===== src/core/i2c_slave_params.svh =====
`ifndef I2C_SLAVE_PARAMS_SVH
`define I2C_SLAVE_PARAMS_SVH
// What this block does
// - after an acked general-call byte post E0h; next byte acked per acknowledge_enable
// - general-call byte nacked: post E8h, leave addressed mode, no recognition if disabled
// - E8h with acknowledge_enable set: own address, and general call if enabled, recognized
// - begin request set, halt request clear at E8h: generate START once bus free
// - STOP or repeated START while addressed receiver: post A0h, leave addressed mode
// - own address with read bit: transmitter mode, done flag set, interrupt low, A8h
// - addressed for read after lost arbitration: transmitter mode with status B0h
// - acknowledge_enable cleared while transmitting: current byte is last, post C8h
// - after the last byte the data line is released so master reads ones
// - acknowledge_enable clear ignores own address; setting it restores recognition anytime
// - acknowledge_enable cleared while receiving: next data byte gets a NACK

// =====================================================================
// register byte offsets
`define REG_STATUS     5'h00
`define REG_DATA       5'h04
`define REG_CONTROL    5'h08
`define REG_OWN_ADDR   5'h0c
`define REG_IRQ_STAT   5'h10
`define REG_IRQ_MASK   5'h14

// =====================================================================
// control and own address register fields and reset values
`define CTL_ACK_EN     7
`define CTL_IF_EN      6
`define CTL_BEGIN      5
`define CTL_HALT       4
`define CTL_DONE       3
`define CONTROL_RESET  8'h00
`define OWN_ADDR_RESET 8'h00
`define OWN_GC_EN      0

// =====================================================================
// status codes
`define ST_IDLE        8'hf8
`define ST_START_SENT  8'h08
`define ST_OWN_W       8'h60
`define ST_ARB_OWN_W   8'h68
`define ST_GC          8'hd0
`define ST_ARB_GC      8'hd8
`define ST_RX_ACK      8'h80
`define ST_RX_NACK     8'h88
`define ST_GC_ACK      8'he0
`define ST_GC_NACK     8'he8
`define ST_STOP_RX     8'ha0
`define ST_OWN_R       8'ha8
`define ST_ARB_OWN_R   8'hb0
`define ST_TX_ACK      8'hb8
`define ST_TX_NACK     8'hc0
`define ST_TX_LAST     8'hc8

// =====================================================================
// interrupt status bits
`define IRQ_DONE       0
`define IRQ_STOP       1
`define IRQ_SENT       2
`define IRQ_BITS       3

// =====================================================================
// timing
`define CLK_PERIOD_NS  25
`define T_HD_START_NS  600
`define START_HOLD_CYC ((`T_HD_START_NS + `CLK_PERIOD_NS - 1) / `CLK_PERIOD_NS)

`endif


===== src/core/i2c_slave_pkg.sv =====
package i2c_slave_pkg;

  typedef struct packed {
    logic scl_rise;
    logic scl_fall;
    logic start;
    logic stop;
    logic bus_free;
    logic sda;
  } line_events_t;

  typedef enum logic [3:0] {
    S_IDLE      = 4'h0,
    S_ADDR      = 4'h1,
    S_ADDR_ACK  = 4'h2,
    S_RX        = 4'h3,
    S_RX_ACK    = 4'h4,
    S_TX        = 4'h5,
    S_TX_ACK    = 4'h6,
    S_HOLD      = 4'h7,
    S_START_GEN = 4'h8
  } slave_state_t;

endpackage : i2c_slave_pkg


===== src/core/line_monitor.sv =====
`timescale 1ns/1ps
module line_monitor
(
  input  wire logic                 clk_i,    // system clock
  input  wire logic                 rst_n_i,  // sync reset, active low
  input  wire logic                 scl_i,    // clock line level
  input  wire logic                 sda_i,    // data line level
  output i2c_slave_pkg::line_events_t ev_o    // edges and conditions
);
  import i2c_slave_pkg::*;

  logic [1:0] scl_sync_reg;
  logic [1:0] sda_sync_reg;
  logic       scl_q_reg;
  logic       sda_q_reg;
  logic       free_reg;

  // =====================================================================
  // two-flop synchronisers, then one more stage for edges
  always_ff @(posedge clk_i)
  begin
    if (!rst_n_i)
    begin
      scl_sync_reg <= 2'h3;
      sda_sync_reg <= 2'h3;
      scl_q_reg    <= 1'b1;
      sda_q_reg    <= 1'b1;
    end
    else
    begin
      scl_sync_reg <= {scl_sync_reg[0], scl_i};
      sda_sync_reg <= {sda_sync_reg[0], sda_i};
      scl_q_reg    <= scl_sync_reg[1];
      sda_q_reg    <= sda_sync_reg[1];
    end
  end

  always_ff @(posedge clk_i)
  begin
    if (!rst_n_i)
      free_reg <= 1'b1;
    else if (ev_o.stop)
      free_reg <= 1'b1;
    else if (ev_o.start)
      free_reg <= 1'b0;
  end

  assign ev_o.scl_rise = scl_sync_reg[1] & ~scl_q_reg;
  assign ev_o.scl_fall = ~scl_sync_reg[1] & scl_q_reg;
  assign ev_o.start    = scl_sync_reg[1] & scl_q_reg & sda_q_reg & ~sda_sync_reg[1];
  assign ev_o.stop     = scl_sync_reg[1] & scl_q_reg & ~sda_q_reg & sda_sync_reg[1];
  assign ev_o.bus_free = free_reg;
  assign ev_o.sda      = sda_sync_reg[1];

endmodule : line_monitor


===== src/core/irq_block.sv =====
`timescale 1ns/1ps
module irq_block
#(
  parameter int unsigned N = 3
)
(
  input  wire logic         clk_i,      // system clock
  input  wire logic         rst_n_i,    // sync reset, active low
  input  wire logic [N-1:0] event_i,    // one-cycle event pulses
  input  wire logic         wr_stat_i,  // write-one-to-clear strobe
  input  wire logic         wr_mask_i,  // mask write strobe
  input  wire logic [N-1:0] wdata_i,    // write data
  output logic      [N-1:0] stat_o,     // sticky status
  output logic      [N-1:0] mask_o,     // mask
  output logic              irq_o       // level interrupt
);

  // =====================================================================
  // sticky bits; an event in the clearing cycle survives
  always_ff @(posedge clk_i)
  begin
    if (!rst_n_i)
    begin
      stat_o <= '0;
      mask_o <= '0;
      irq_o  <= 1'b0;
    end
    else
    begin
      stat_o <= (stat_o & ~(wr_stat_i ? wdata_i : '0)) | event_i;
      if (wr_mask_i)
        mask_o <= wdata_i;
      irq_o  <= |(stat_o & mask_o);
    end
  end

endmodule : irq_block


===== src/core/i2c_slave_byte_fsm.sv =====
// Added by the designer: the address map and the Avalon-MM register port.
`timescale 1ns/1ps
`include "i2c_slave_params.svh"
module i2c_slave_byte_fsm
#(
  parameter int unsigned START_HOLD_CYC = `START_HOLD_CYC
)
(
  input  wire logic        clk_i,              // system clock, 40 MHz
  input  wire logic        rst_n_i,            // sync reset, active low
  input  wire logic [4:0]  avs_address_i,      // byte address
  input  wire logic        avs_read_i,         // read request
  input  wire logic        avs_write_i,        // write request
  input  wire logic [31:0] avs_writedata_i,    // write data
  input  wire logic [3:0]  avs_byteenable_i,   // byte lanes
  output logic      [31:0] avs_readdata_o,     // read data
  output logic             avs_waitrequest_o,  // stall
  input  wire logic        scl_i,              // clock line in
  input  wire logic        sda_i,              // data line in
  output logic             scl_o,              // clock line out, always low
  output logic             scl_oe_o,           // hold clock low
  output logic             sda_o,              // data line out, always low
  output logic             sda_oe_o,           // pull data low
  input  wire logic        arb_lost_i,         // master logic lost arbitration
  output logic             int_n_o,            // low while done flag set
  output logic             irq_o               // masked interrupt level
);
  import i2c_slave_pkg::*;

  line_events_t          ev;
  slave_state_t          state_reg;
  logic [7:0]            status_reg;
  logic [7:0]            data_reg;
  logic [7:0]            ctrl_reg;
  logic [7:0]            own_reg;
  logic [7:0]            shift_reg;
  logic [3:0]            bit_cnt_reg;
  logic [7:0]            hold_cnt_reg;
  logic                  si_reg;
  logic                  gc_mode_reg;
  logic                  dir_reg;
  logic                  arb_reg;
  logic                  ack_plan_reg;
  logic                  last_reg;
  logic                  rx_addr_reg;
  logic                  start_pend_reg;
  logic                  done_ev_reg;
  logic                  stop_ev_reg;
  logic                  sent_ev_reg;
  logic                  wait_reg;
  logic                  acc;
  logic                  wr_lo;
  logic                  host_clr_si;
  logic                  aa;
  logic                  own_hit;
  logic                  gc_hit;
  logic [`IRQ_BITS-1:0]  irq_stat;
  logic [`IRQ_BITS-1:0]  irq_mask;

  function automatic logic hit(input logic [4:0] a, input logic [4:0] off);
    hit = (a == off);
  endfunction : hit

  // =====================================================================
  // submodules
  line_monitor u_mon
  (
    .clk_i   (clk_i),
    .rst_n_i (rst_n_i),
    .scl_i   (scl_i),
    .sda_i   (sda_i),
    .ev_o    (ev)
  );

  irq_block #(.N(`IRQ_BITS)) u_irq
  (
    .clk_i     (clk_i),
    .rst_n_i   (rst_n_i),
    .event_i   ({sent_ev_reg, stop_ev_reg, done_ev_reg}),
    .wr_stat_i (wr_lo && hit(avs_address_i, `REG_IRQ_STAT)),
    .wr_mask_i (wr_lo && hit(avs_address_i, `REG_IRQ_MASK)),
    .wdata_i   (avs_writedata_i[`IRQ_BITS-1:0]),
    .stat_o    (irq_stat),
    .mask_o    (irq_mask),
    .irq_o     (irq_o)
  );

  // =====================================================================
  // bus slave: one wait cycle, then the access completes
  assign acc         = (avs_read_i || avs_write_i) && !wait_reg;
  assign wr_lo       = acc && avs_write_i && avs_byteenable_i[0];
  assign host_clr_si = wr_lo && hit(avs_address_i, `REG_CONTROL) && !avs_writedata_i[`CTL_DONE];
  assign aa          = ctrl_reg[`CTL_ACK_EN];
  assign avs_waitrequest_o = wait_reg;

  always_ff @(posedge clk_i)
  begin
    if (!rst_n_i)
    begin
      wait_reg       <= 1'b1;
      avs_readdata_o <= 32'h0;
    end
    else if ((avs_read_i || avs_write_i) && wait_reg)
    begin
      wait_reg <= 1'b0;
      unique case (avs_address_i)
        `REG_STATUS:   avs_readdata_o <= {24'h0, status_reg};
        `REG_DATA:     avs_readdata_o <= {24'h0, data_reg};
        `REG_CONTROL:  avs_readdata_o <= {24'h0, ctrl_reg[7:4], si_reg, ctrl_reg[2:0]};
        `REG_OWN_ADDR: avs_readdata_o <= {24'h0, own_reg};
        `REG_IRQ_STAT: avs_readdata_o <= {29'h0, irq_stat};
        `REG_IRQ_MASK: avs_readdata_o <= {29'h0, irq_mask};
        default:       avs_readdata_o <= 32'h0;
      endcase
    end
    else
      wait_reg <= 1'b1;
  end

  // done bit lives with the state machine; software may only clear it
  always_ff @(posedge clk_i)
  begin
    if (!rst_n_i)
    begin
      ctrl_reg <= `CONTROL_RESET;
      own_reg  <= `OWN_ADDR_RESET;
    end
    else if (wr_lo)
    begin
      if (hit(avs_address_i, `REG_CONTROL))
        ctrl_reg <= avs_writedata_i[7:0] & ~(8'h1 << `CTL_DONE);
      if (hit(avs_address_i, `REG_OWN_ADDR))
        own_reg <= avs_writedata_i[7:0];
    end
  end

  // =====================================================================
  // address match; acknowledge enable gates both kinds
  assign own_hit = aa && (shift_reg[7:1] == own_reg[7:1]) && (shift_reg != 8'h00);
  assign gc_hit  = aa && own_reg[`OWN_GC_EN] && (shift_reg == 8'h00);

  // =====================================================================
  // pin outputs
  always_ff @(posedge clk_i)
  begin
    if (!rst_n_i)
    begin
      scl_o   <= 1'b0;
      sda_o   <= 1'b0;
      int_n_o <= 1'b1;
    end
    else
    begin
      scl_o   <= 1'b0;
      sda_o   <= 1'b0;
      int_n_o <= !si_reg;
    end
  end

  // =====================================================================
  // byte-mode slave state machine
  always_ff @(posedge clk_i)
  begin
    if (!rst_n_i || !ctrl_reg[`CTL_IF_EN])
    begin
      state_reg      <= S_IDLE;
      status_reg     <= `ST_IDLE;
      data_reg       <= 8'h00;
      shift_reg      <= 8'h00;
      bit_cnt_reg    <= 4'h0;
      hold_cnt_reg   <= 8'h00;
      si_reg         <= 1'b0;
      gc_mode_reg    <= 1'b0;
      dir_reg        <= 1'b0;
      arb_reg        <= 1'b0;
      ack_plan_reg   <= 1'b0;
      last_reg       <= 1'b0;
      rx_addr_reg    <= 1'b0;
      start_pend_reg <= 1'b0;
      done_ev_reg    <= 1'b0;
      stop_ev_reg    <= 1'b0;
      sent_ev_reg    <= 1'b0;
      scl_oe_o       <= 1'b0;
      sda_oe_o       <= 1'b0;
    end
    else
    begin
      done_ev_reg <= 1'b0;
      stop_ev_reg <= 1'b0;
      sent_ev_reg <= 1'b0;
      if (arb_lost_i)
        arb_reg <= 1'b1;
      if (host_clr_si)
        si_reg <= 1'b0;
      if (wr_lo && hit(avs_address_i, `REG_DATA))
        data_reg <= avs_writedata_i[7:0];

      unique case (state_reg)
        S_IDLE:
        begin
          if (start_pend_reg && ev.bus_free)
          begin
            state_reg    <= S_START_GEN;
            sda_oe_o     <= 1'b1;
            hold_cnt_reg <= 8'h00;
          end
        end
        S_START_GEN:
        begin
          hold_cnt_reg <= hold_cnt_reg + 8'h01;
          if (hold_cnt_reg == 8'(START_HOLD_CYC - 1))
          begin
            // no master engine here: the line is handed back at once
            sda_oe_o       <= 1'b0;
            start_pend_reg <= 1'b0;
            status_reg     <= `ST_START_SENT;
            si_reg         <= 1'b1;
            done_ev_reg    <= 1'b1;
            sent_ev_reg    <= 1'b1;
            state_reg      <= S_HOLD;
          end
        end
        S_ADDR, S_RX:
        begin
          if (ev.scl_rise)
          begin
            shift_reg   <= {shift_reg[6:0], ev.sda};
            bit_cnt_reg <= bit_cnt_reg + 4'h1;
          end
          else if (ev.scl_fall && bit_cnt_reg == 4'h8)
          begin
            bit_cnt_reg <= 4'h0;
            if (state_reg == S_RX)
            begin
              sda_oe_o  <= ack_plan_reg;
              state_reg <= S_RX_ACK;
            end
            else if (own_hit || gc_hit)
            begin
              sda_oe_o    <= 1'b1;
              gc_mode_reg <= gc_hit;
              dir_reg     <= shift_reg[0];
              state_reg   <= S_ADDR_ACK;
            end
            else
              state_reg <= S_IDLE;
          end
        end
        S_ADDR_ACK:
        begin
          if (ev.scl_fall)
          begin
            sda_oe_o    <= 1'b0;
            scl_oe_o    <= 1'b1;
            si_reg      <= 1'b1;
            done_ev_reg <= 1'b1;
            arb_reg     <= 1'b0;
            state_reg   <= S_HOLD;
            rx_addr_reg <= !dir_reg;
            if (dir_reg)
              status_reg <= arb_reg ? `ST_ARB_OWN_R : `ST_OWN_R;
            else if (gc_mode_reg)
              status_reg <= arb_reg ? `ST_ARB_GC : `ST_GC;
            else
              status_reg <= arb_reg ? `ST_ARB_OWN_W : `ST_OWN_W;
          end
        end
        S_RX_ACK:
        begin
          if (ev.scl_fall)
          begin
            sda_oe_o    <= 1'b0;
            data_reg    <= shift_reg;
            scl_oe_o    <= 1'b1;
            si_reg      <= 1'b1;
            done_ev_reg <= 1'b1;
            rx_addr_reg <= ack_plan_reg;
            state_reg   <= S_HOLD;
            if (gc_mode_reg)
              status_reg <= ack_plan_reg ? `ST_GC_ACK : `ST_GC_NACK;
            else
              status_reg <= ack_plan_reg ? `ST_RX_ACK : `ST_RX_NACK;
          end
        end
        S_TX:
        begin
          if (ev.scl_fall)
          begin
            if (bit_cnt_reg == 4'h7)
            begin
              sda_oe_o    <= 1'b0;
              bit_cnt_reg <= 4'h0;
              state_reg   <= S_TX_ACK;
            end
            else
            begin
              shift_reg   <= {shift_reg[6:0], 1'b0};
              sda_oe_o    <= !shift_reg[6];
              bit_cnt_reg <= bit_cnt_reg + 4'h1;
            end
          end
        end
        S_TX_ACK:
        begin
          if (ev.scl_rise)
            ack_plan_reg <= !ev.sda;
          else if (ev.scl_fall)
          begin
            si_reg      <= 1'b1;
            done_ev_reg <= 1'b1;
            state_reg   <= S_HOLD;
            if (!ack_plan_reg)
              status_reg <= `ST_TX_NACK;
            else if (last_reg)
              status_reg <= `ST_TX_LAST;
            else
            begin
              status_reg <= `ST_TX_ACK;
              scl_oe_o   <= 1'b1;
            end
          end
        end
        S_HOLD:
        begin
          // the line stays released here, so a reader past the end sees ones
          if (!si_reg)
          begin
            scl_oe_o    <= 1'b0;
            bit_cnt_reg <= 4'h0;
            unique case (status_reg)
              `ST_OWN_W, `ST_ARB_OWN_W, `ST_GC, `ST_ARB_GC, `ST_RX_ACK, `ST_GC_ACK:
              begin
                ack_plan_reg <= aa;
                state_reg    <= S_RX;
              end
              `ST_OWN_R, `ST_ARB_OWN_R, `ST_TX_ACK:
              begin
                shift_reg <= data_reg;
                sda_oe_o  <= !data_reg[7];
                last_reg  <= !aa;
                state_reg <= S_TX;
              end
              default:
              begin
                rx_addr_reg    <= 1'b0;
                sda_oe_o       <= 1'b0;
                state_reg      <= S_IDLE;
                start_pend_reg <= ctrl_reg[`CTL_BEGIN] &&
                                  (status_reg != `ST_GC_NACK || !ctrl_reg[`CTL_HALT]);
              end
            endcase
          end
        end
        default:
          state_reg <= S_IDLE;
      endcase

      // conditions on the bus override the byte engine, except while it generates a START
      if ((ev.start || ev.stop) && state_reg != S_START_GEN)
      begin
        sda_oe_o    <= 1'b0;
        scl_oe_o    <= 1'b0;
        bit_cnt_reg <= 4'h0;
        shift_reg   <= 8'h00;
        if (ev.stop)
          stop_ev_reg <= 1'b1;
        if (rx_addr_reg)
        begin
          status_reg  <= `ST_STOP_RX;
          si_reg      <= 1'b1;
          done_ev_reg <= 1'b1;
          rx_addr_reg <= 1'b0;
        end
        if (ev.start)
          state_reg <= S_ADDR;
        else if (rx_addr_reg || state_reg == S_HOLD)
          state_reg <= S_HOLD;
        else
          state_reg <= S_IDLE;
      end
    end
  end

endmodule : i2c_slave_byte_fsm


===== config.mk =====
export PLATFORM = sky130hd
export DESIGN_NAME = i2c_slave_byte_fsm
export DESIGN_NICKNAME = d
export VERILOG_FILES = /design/src/core/i2c_slave_pkg.sv /design/src/core/line_monitor.sv /design/src/core/irq_block.sv /design/src/core/i2c_slave_byte_fsm.sv
export VERILOG_INCLUDE_DIRS = /design/src /design/src/core
export SDC_FILE = /design/constraint.sdc
export NUM_CORES = 1
export LEC_CHECK = 0
export BUFFER_PORTS_ARGS = -buffer_cell sky130_fd_sc_hd__buf_2
export CORE_MARGIN = 1.5
export CORE_UTILIZATION = 55
export CTS_BUF_LIST = sky130_fd_sc_hd__clkbuf_4
export DETAILED_ROUTE_END_ITERATION = 7
export PLACE_DENSITY = 0.77
export REMOVE_ABC_BUFFERS = 1
export SKIP_CTS_REPAIR_TIMING = 1
export SLEW_MARGIN = 15
export SYNTH_ARGS = -nofsm -noshare
export SYNTH_HDL_FRONTEND = slang
export SYNTH_SLANG_ARGS = --single-unit

===== constraint.sdc =====
create_clock -name clk_i -period 2.6 [get_ports clk_i]
set_input_delay 0.39 -clock clk_i [delete_from_list [all_inputs] [get_ports clk_i]]
set_output_delay 0.39 -clock clk_i [all_outputs]
set_load 0.05 [all_outputs]

## Word level (Yosys, flattened, before mapping)

Index checks and enable logic that the tools add are counted.

| operators by class | value |
|---|---|
| reduce and logical (&&, ||, !) cells | 66 |
| muxes and demuxes | 104 |
| $add $sub $neg | 2 |
| bitwise gates (word level) | 21 |
| eq/ne operators | 56 |

Operator list:

| cell | count |
|---|---|
| $mux W8 | 18 |
| $mux W4 | 19 |
| $eq A8 B8 Y1 const B | 7 |
| $pmux W8 S6 | 1 |
| $mux W1 | 43 |
| $pmux W8 S4 | 1 |
| $ne A2 B2 Y1 const B | 15 |
| $ne A3 B3 Y1 const B | 10 |
| $pmux W4 S7 | 1 |
| $pmux W8 S3 | 1 |
| $mux W7 | 3 |
| $eq A4 B3 Y1 const B | 5 |
| $logic_and A1 B1 Y1 | 17 |
| $eq A8 B7 Y1 const B | 2 |
| $pmux W8 S2 | 1 |
| $mux W3 | 4 |
| $pmux W1 S3 | 4 |
| $pmux W4 S3 | 1 |
| $reduce_and A4 Y1 | 3 |
| $reduce_or A2 Y1 | 6 |
| $logic_not A1 Y1 | 11 |
| $eq A5 B4 Y1 const B | 2 |
| $eq A5 B5 Y1 const B | 2 |
| $not A1 Y1 | 10 |
| other kinds (38) | 62 |

| word-level totals | value |
|---|---|
| word-level logic and storage cells | 281 |
| input port bits | 48 |
| register bits | 116 |

## Depth between registers and ports, before layout

| depth | value |
|---|---|
| depth in word-level cells | 12 |
| depth in mapped cells | 8 |
| mapped depth without buffers | 8 |

## Cells and area by module

Synthesis repeated with hierarchy kept, for this count alone.

| unflattened totals | value |
|---|---|
| cells, all modules | 620 |
| area, all modules | 5107.4 um2 |

By module, submodules not included:

| module | sequential area each (um2) | instances | area an instance (um2) | cells an instance |
|---|---|---|---|---|
| i2c_slave_byte_fsm | 1561.5 | 1 | 4594.4 | 576 |
| line_monitor | 140.1 | 1 | 262.8 | 23 |
| irq_block | 140.1 | 1 | 250.2 | 21 |

## Worst setup path before layout

Ideal clock, no wire load.

| timing path | value |
|---|---|
| kind | flip-flop to flip-flop |
| from | reg state_reg[2] |
| to | reg hold_cnt_reg[7] |
| arrival time | 1.845 ns |
| slack | 0.690 ns |
| required time | 2.535 ns |
| buffers on the path | 2 |
| period minus slack after synthesis | 1.910 ns |
| setup time | 0.065 ns |
| stages on the path, launching flop included | 9 |
| cells stage by stage | dfxtp_1 buf_2 or4b_1 buf_2 nor2_1 and3_1 and3_1 mux2_2 nor2_1 |

| between the ends | value |
|---|---|
| longest elaborated chain between the ends | 3 |

RTL lines:

| element | line | source |
|---|---|---|
| start: declaration | i2c_slave_byte_fsm.sv:31 | `slave_state_t state_reg;` |
| start signal: assignment | i2c_slave_byte_fsm.sv:166 | `state_reg <= S_IDLE;` |
| start signal: assignment | i2c_slave_byte_fsm.sv:203 | `state_reg <= S_START_GEN;` |
| start signal: assignment | i2c_slave_byte_fsm.sv:220 | `state_reg <= S_HOLD;` |
| $eq A4 B4 Y1 or $logic_not A4 Y1 (tied branches) | i2c_slave_byte_fsm.sv:198 | `unique case (state_reg)` |
| $reduce_bool A2 Y1 (no source line) or $ne A2 B2 Y1 (tied branches) | -- |  |
| $reduce_and A2 Y1 (no source line) | -- |  |
| end signal: assignment | i2c_slave_byte_fsm.sv:210 | `hold_cnt_reg <= hold_cnt_reg + 8'h01;` |
| end: declaration | i2c_slave_byte_fsm.sv:38 | `logic [7:0] hold_cnt_reg;` |

Several ways; a longest one is shown, not always the timed one.
A chain may end at the register's enable or synchronous reset.

## Final worst setup path

| timing path | value |
|---|---|
| from | reg state_reg[2] |
| to | reg state_reg[1] |

| between the ends | value |
|---|---|
| longest elaborated chain between the ends | 6 |

RTL lines:

| element | line | source |
|---|---|---|
| $eq A4 B2 Y1 | i2c_slave_byte_fsm.sv:198, i2c_slave_byte_fsm.sv:233 |  |
| $mux W3 | i2c_slave_byte_fsm.sv:233 | `if (state_reg == S_RX)` |
| $mux W4 | i2c_slave_byte_fsm.sv:230 | `else if (ev.scl_fall && bit_cnt_reg == 4'h8)` |
| $mux W4 | i2c_slave_byte_fsm.sv:225 | `if (ev.scl_rise)` |
| $pmux W4 S7 | i2c_slave_byte_fsm.sv:198 |  |
| $mux W4 | i2c_slave_byte_fsm.sv:359 | `if ((ev.start \|\| ev.stop) && state_reg != S_START_GEN)` |

Several ways; a longest one is shown, not always the timed one. The select of a mux whose other input is x is not followed.

==> impl_results.md <==
- Synth Area in Simple Gates: 24.3%
- Adder-cell share of the synthesized area: 0.736%
- Post-Syn Instances: 628
- Starting DRT DRC Count: 409
- FF+latch area: 1840 sq um
- Sequential share of the synthesized area: 36.1%
- DR DRC count: 0
- Mux share of post-synthesis cell area: 5.15%
- Most frequent cell after synthesis: dfxtp_1
- Post-DR wirelength/cell: 17.3 um
- WL final: 13200 um
- Peak VDD IR: 0.000345 V
- Largest net degree at the start of global routing: 33
- Worst reg-to-reg path cell count: 6
- Top post-synthesis cells by area: dfxtp_1 (36%), a21oi_1 (4.9%), mux2i_1 (4.7%), buf_4 (4.4%), nor2_1 (4.3%)
- Critical R2R Capture: state_reg[1]
- Hold Crit Start: sda_i
- PortBufs: 33
- Chip width: 99.3 um
- Post-synth top area share: 36.1%
- 1st-pass router iterations: 6
- RSZ-0062 raised after global routing: no
- Area of the multi-input gates: 2930 sq um
- Antenna-violating nets left: 0
- Leading area contributor after synthesis: dfxtp_1
- Antenna violations before repair: 0
- Clock power share: 36.5%
- CTS max path bufs: 2
- Max H-tree Level: 3
- Period utilization: 89.1%
- Pwr dens: 472 nW/um^2
- Library cells used by synthesis: 73
- Setup TNS: 0 ps
- Worst Skew: 30.2 ps
- Reg2Reg Setup Slack: 280 ps
- Hold Path Stages: 2
- Worst Setup End Kind: register
- # clock sinks: 92
- Internal power component: 1.87 mW
- Max-cap violations: 0
- Top cells by count, synth: dfxtp_1 (92), nor2_1 (59), nand2_1 (55)
- Worst Hold Endpoint: u_mon.sda_sync_reg[0]
- Worst EP required: 2920 ps
- Final worst path period need: 2320 ps
- Top_reg_cell synth: dfxtp_1
- Clock buffer count from CTS: 9
- RR Startpoint: state_reg[2]
- XOR/XNOR share of the synthesized area: 2.06%
- P_leak: 2.05 nW
- CTS tree: done
- Status: finished, final reports clean
- Drt via density: 6.29
- Chip height: 99.3 um
- Synth Warn #: 0
- Netlist Area Pre-Place: 5100 sq um
- Placed cell count: 748
- Final HPWL DP: 9710 um
- First-pass GRT wire length: 21900 um
- Placer congestion estimate: 1.02
- Rel. slew slack: 58.0%
- Max Freq: 432 MHz
- Number of synthesized flops with an enable pin: 0
- Combinational family with the most area after synthesis: simple AND/OR/NAND/NOR gates
- Vias in the first global route: 4447
- Hold Crit Class: primary input to register
- CP Max Fanout: 18
- Fraction of registers with async set/reset: 0%
- Sw Ratio: 27.0%
- Worst setup SP type: register
- CP arrival: 2640 ps
- Net Sw Power: 691 uW
- Layout Cells excl Fill: 764
- Initial Utilization: 57.6%
- Row Count: 34
- Synth Register Bits: 92
- Worst-margin pin slew: 629 ps
- Final setup viols: 0
- GRT overflow: 0
- Fraction of layout cells with a size suffix above 1: 12.3%
- Area grow syn2layout: 6.38%
- Clock root cell: clkbuf_4
- Final nets: 702
- Seq pwr share: 55.7%
- Post-synthesis average cell area: 8.12 sq um
- Tot GR Track Use: 27.5%
- DIE AREA: 9860 sq um
- Hold Violations, Final: 0
- Num ports: 87
- Fill count: 780
- Reg clk slew, reported paths: 150 ps
- # diodes: 0
- Clock Latency Late Sink: 460 ps
- Vias: 4806
- Post-synthesis compound-gate area fraction: 23.3%
- Comb pwr share: 7.8%
- Max-slew violations: 0
- CP Class: register to register
- Floorplan core area: 8850 sq um
routing by layer:
metal  vias to the layer above  global-route usage, %  wire length (um)
met2                       249                   44.2              6180
met3                        30                   4.01               999
li1                       2275                      -                 -
met1                      2252                   37.7              5770
met4                         0                   10.6               267
met5                         -                      0                 0
metrics by stage:
stage               cell area, sq um  hold WS [ps]  util, %  setup WS, ps  power, mW
detailed placement              5250           394     59.4           400       1.66
CTS                             5420          98.9     61.3           364       2.57
global route                    5420           122     61.3           108       2.64
floorplan                       4810           386        -           139       1.60
finish                          5420           116     61.3           284       2.56
global placement                5250           388     59.4           433       1.65
power groups by stage:
stage	logic, mW	registers, mW	clock network, mW
4_1_cts	0.198	1.43	0.949
6_report	0.200	1.43	0.935
2_1_floorplan	0.127	1.47	0
3_3_place_gp	0.195	1.46	0
5_1_grt	0.213	1.43	1.00
3_5_place_dp	0.198	1.46	0
placed cells by master, fill, tap and decap left out, types with 10 or more instances in the layout:
cell	Yosys	final
dfxtp_1	92	92
nor2_1	59	59
nand2_1	55	55
a21oi_1	50	50
o21ai_0	33	33
buf_2	11	33
conb_1	1	26
mux2i_1	24	24
nand3_1	24	24
nor2b_1	18	18
buf_4	30	18
a211oi_1	15	15
a21boi_0	14	14
nand2b_1	13	13
a22oi_1	13	13
nor3_1	11	11
nor4_1	11	11
inv_1	10	10
clkbuf_4	0	10
critical path: stages (launching register included):
cell,delay [ps]
dfxtp_1,750
inv_1,340
nor4_1,460
o21a_1,180
o21ai_0,180
o21ai_0,210
a31oi_1,70
kinds of logic (layout without fill, tap and decap cells):
family,count (synthesis),after routing
flops,92,92
mux,26,26
fa+ha+maj,3,3
compound gates,180,180
xor+xnor,12,12
simple gates,239,239
other cells,1,26
buf+inv,75,78
layout make-up:
cell class | instances | area share, %
Sequential cell | 92 | 34.0
Clock inverter | 6 | 1.78
Clock buffer | 10 | 1.38
Multi-Input combinational cell | 486 | 54.1
Inverter | 11 | 0.761
Tap cell | 108 | 2.49
Timing Repair Buffer | 51 | 5.54
worst max-delay path by stage:
stage	startpoint	endpoint	cells past startpoint
floorplan	avs_address_i[0]	own_reg[3]	5
global placement	state_reg[2]	hold_cnt_reg[7]	6
detailed placement	state_reg[2]	bit_cnt_reg[2]	4
CTS	state_reg[2]	hold_cnt_reg[7]	6
global route	state_reg[2]	state_reg[1]	6
finish	state_reg[2]	state_reg[1]	6
No activity file was read; power rests on OpenSTA's default activity.
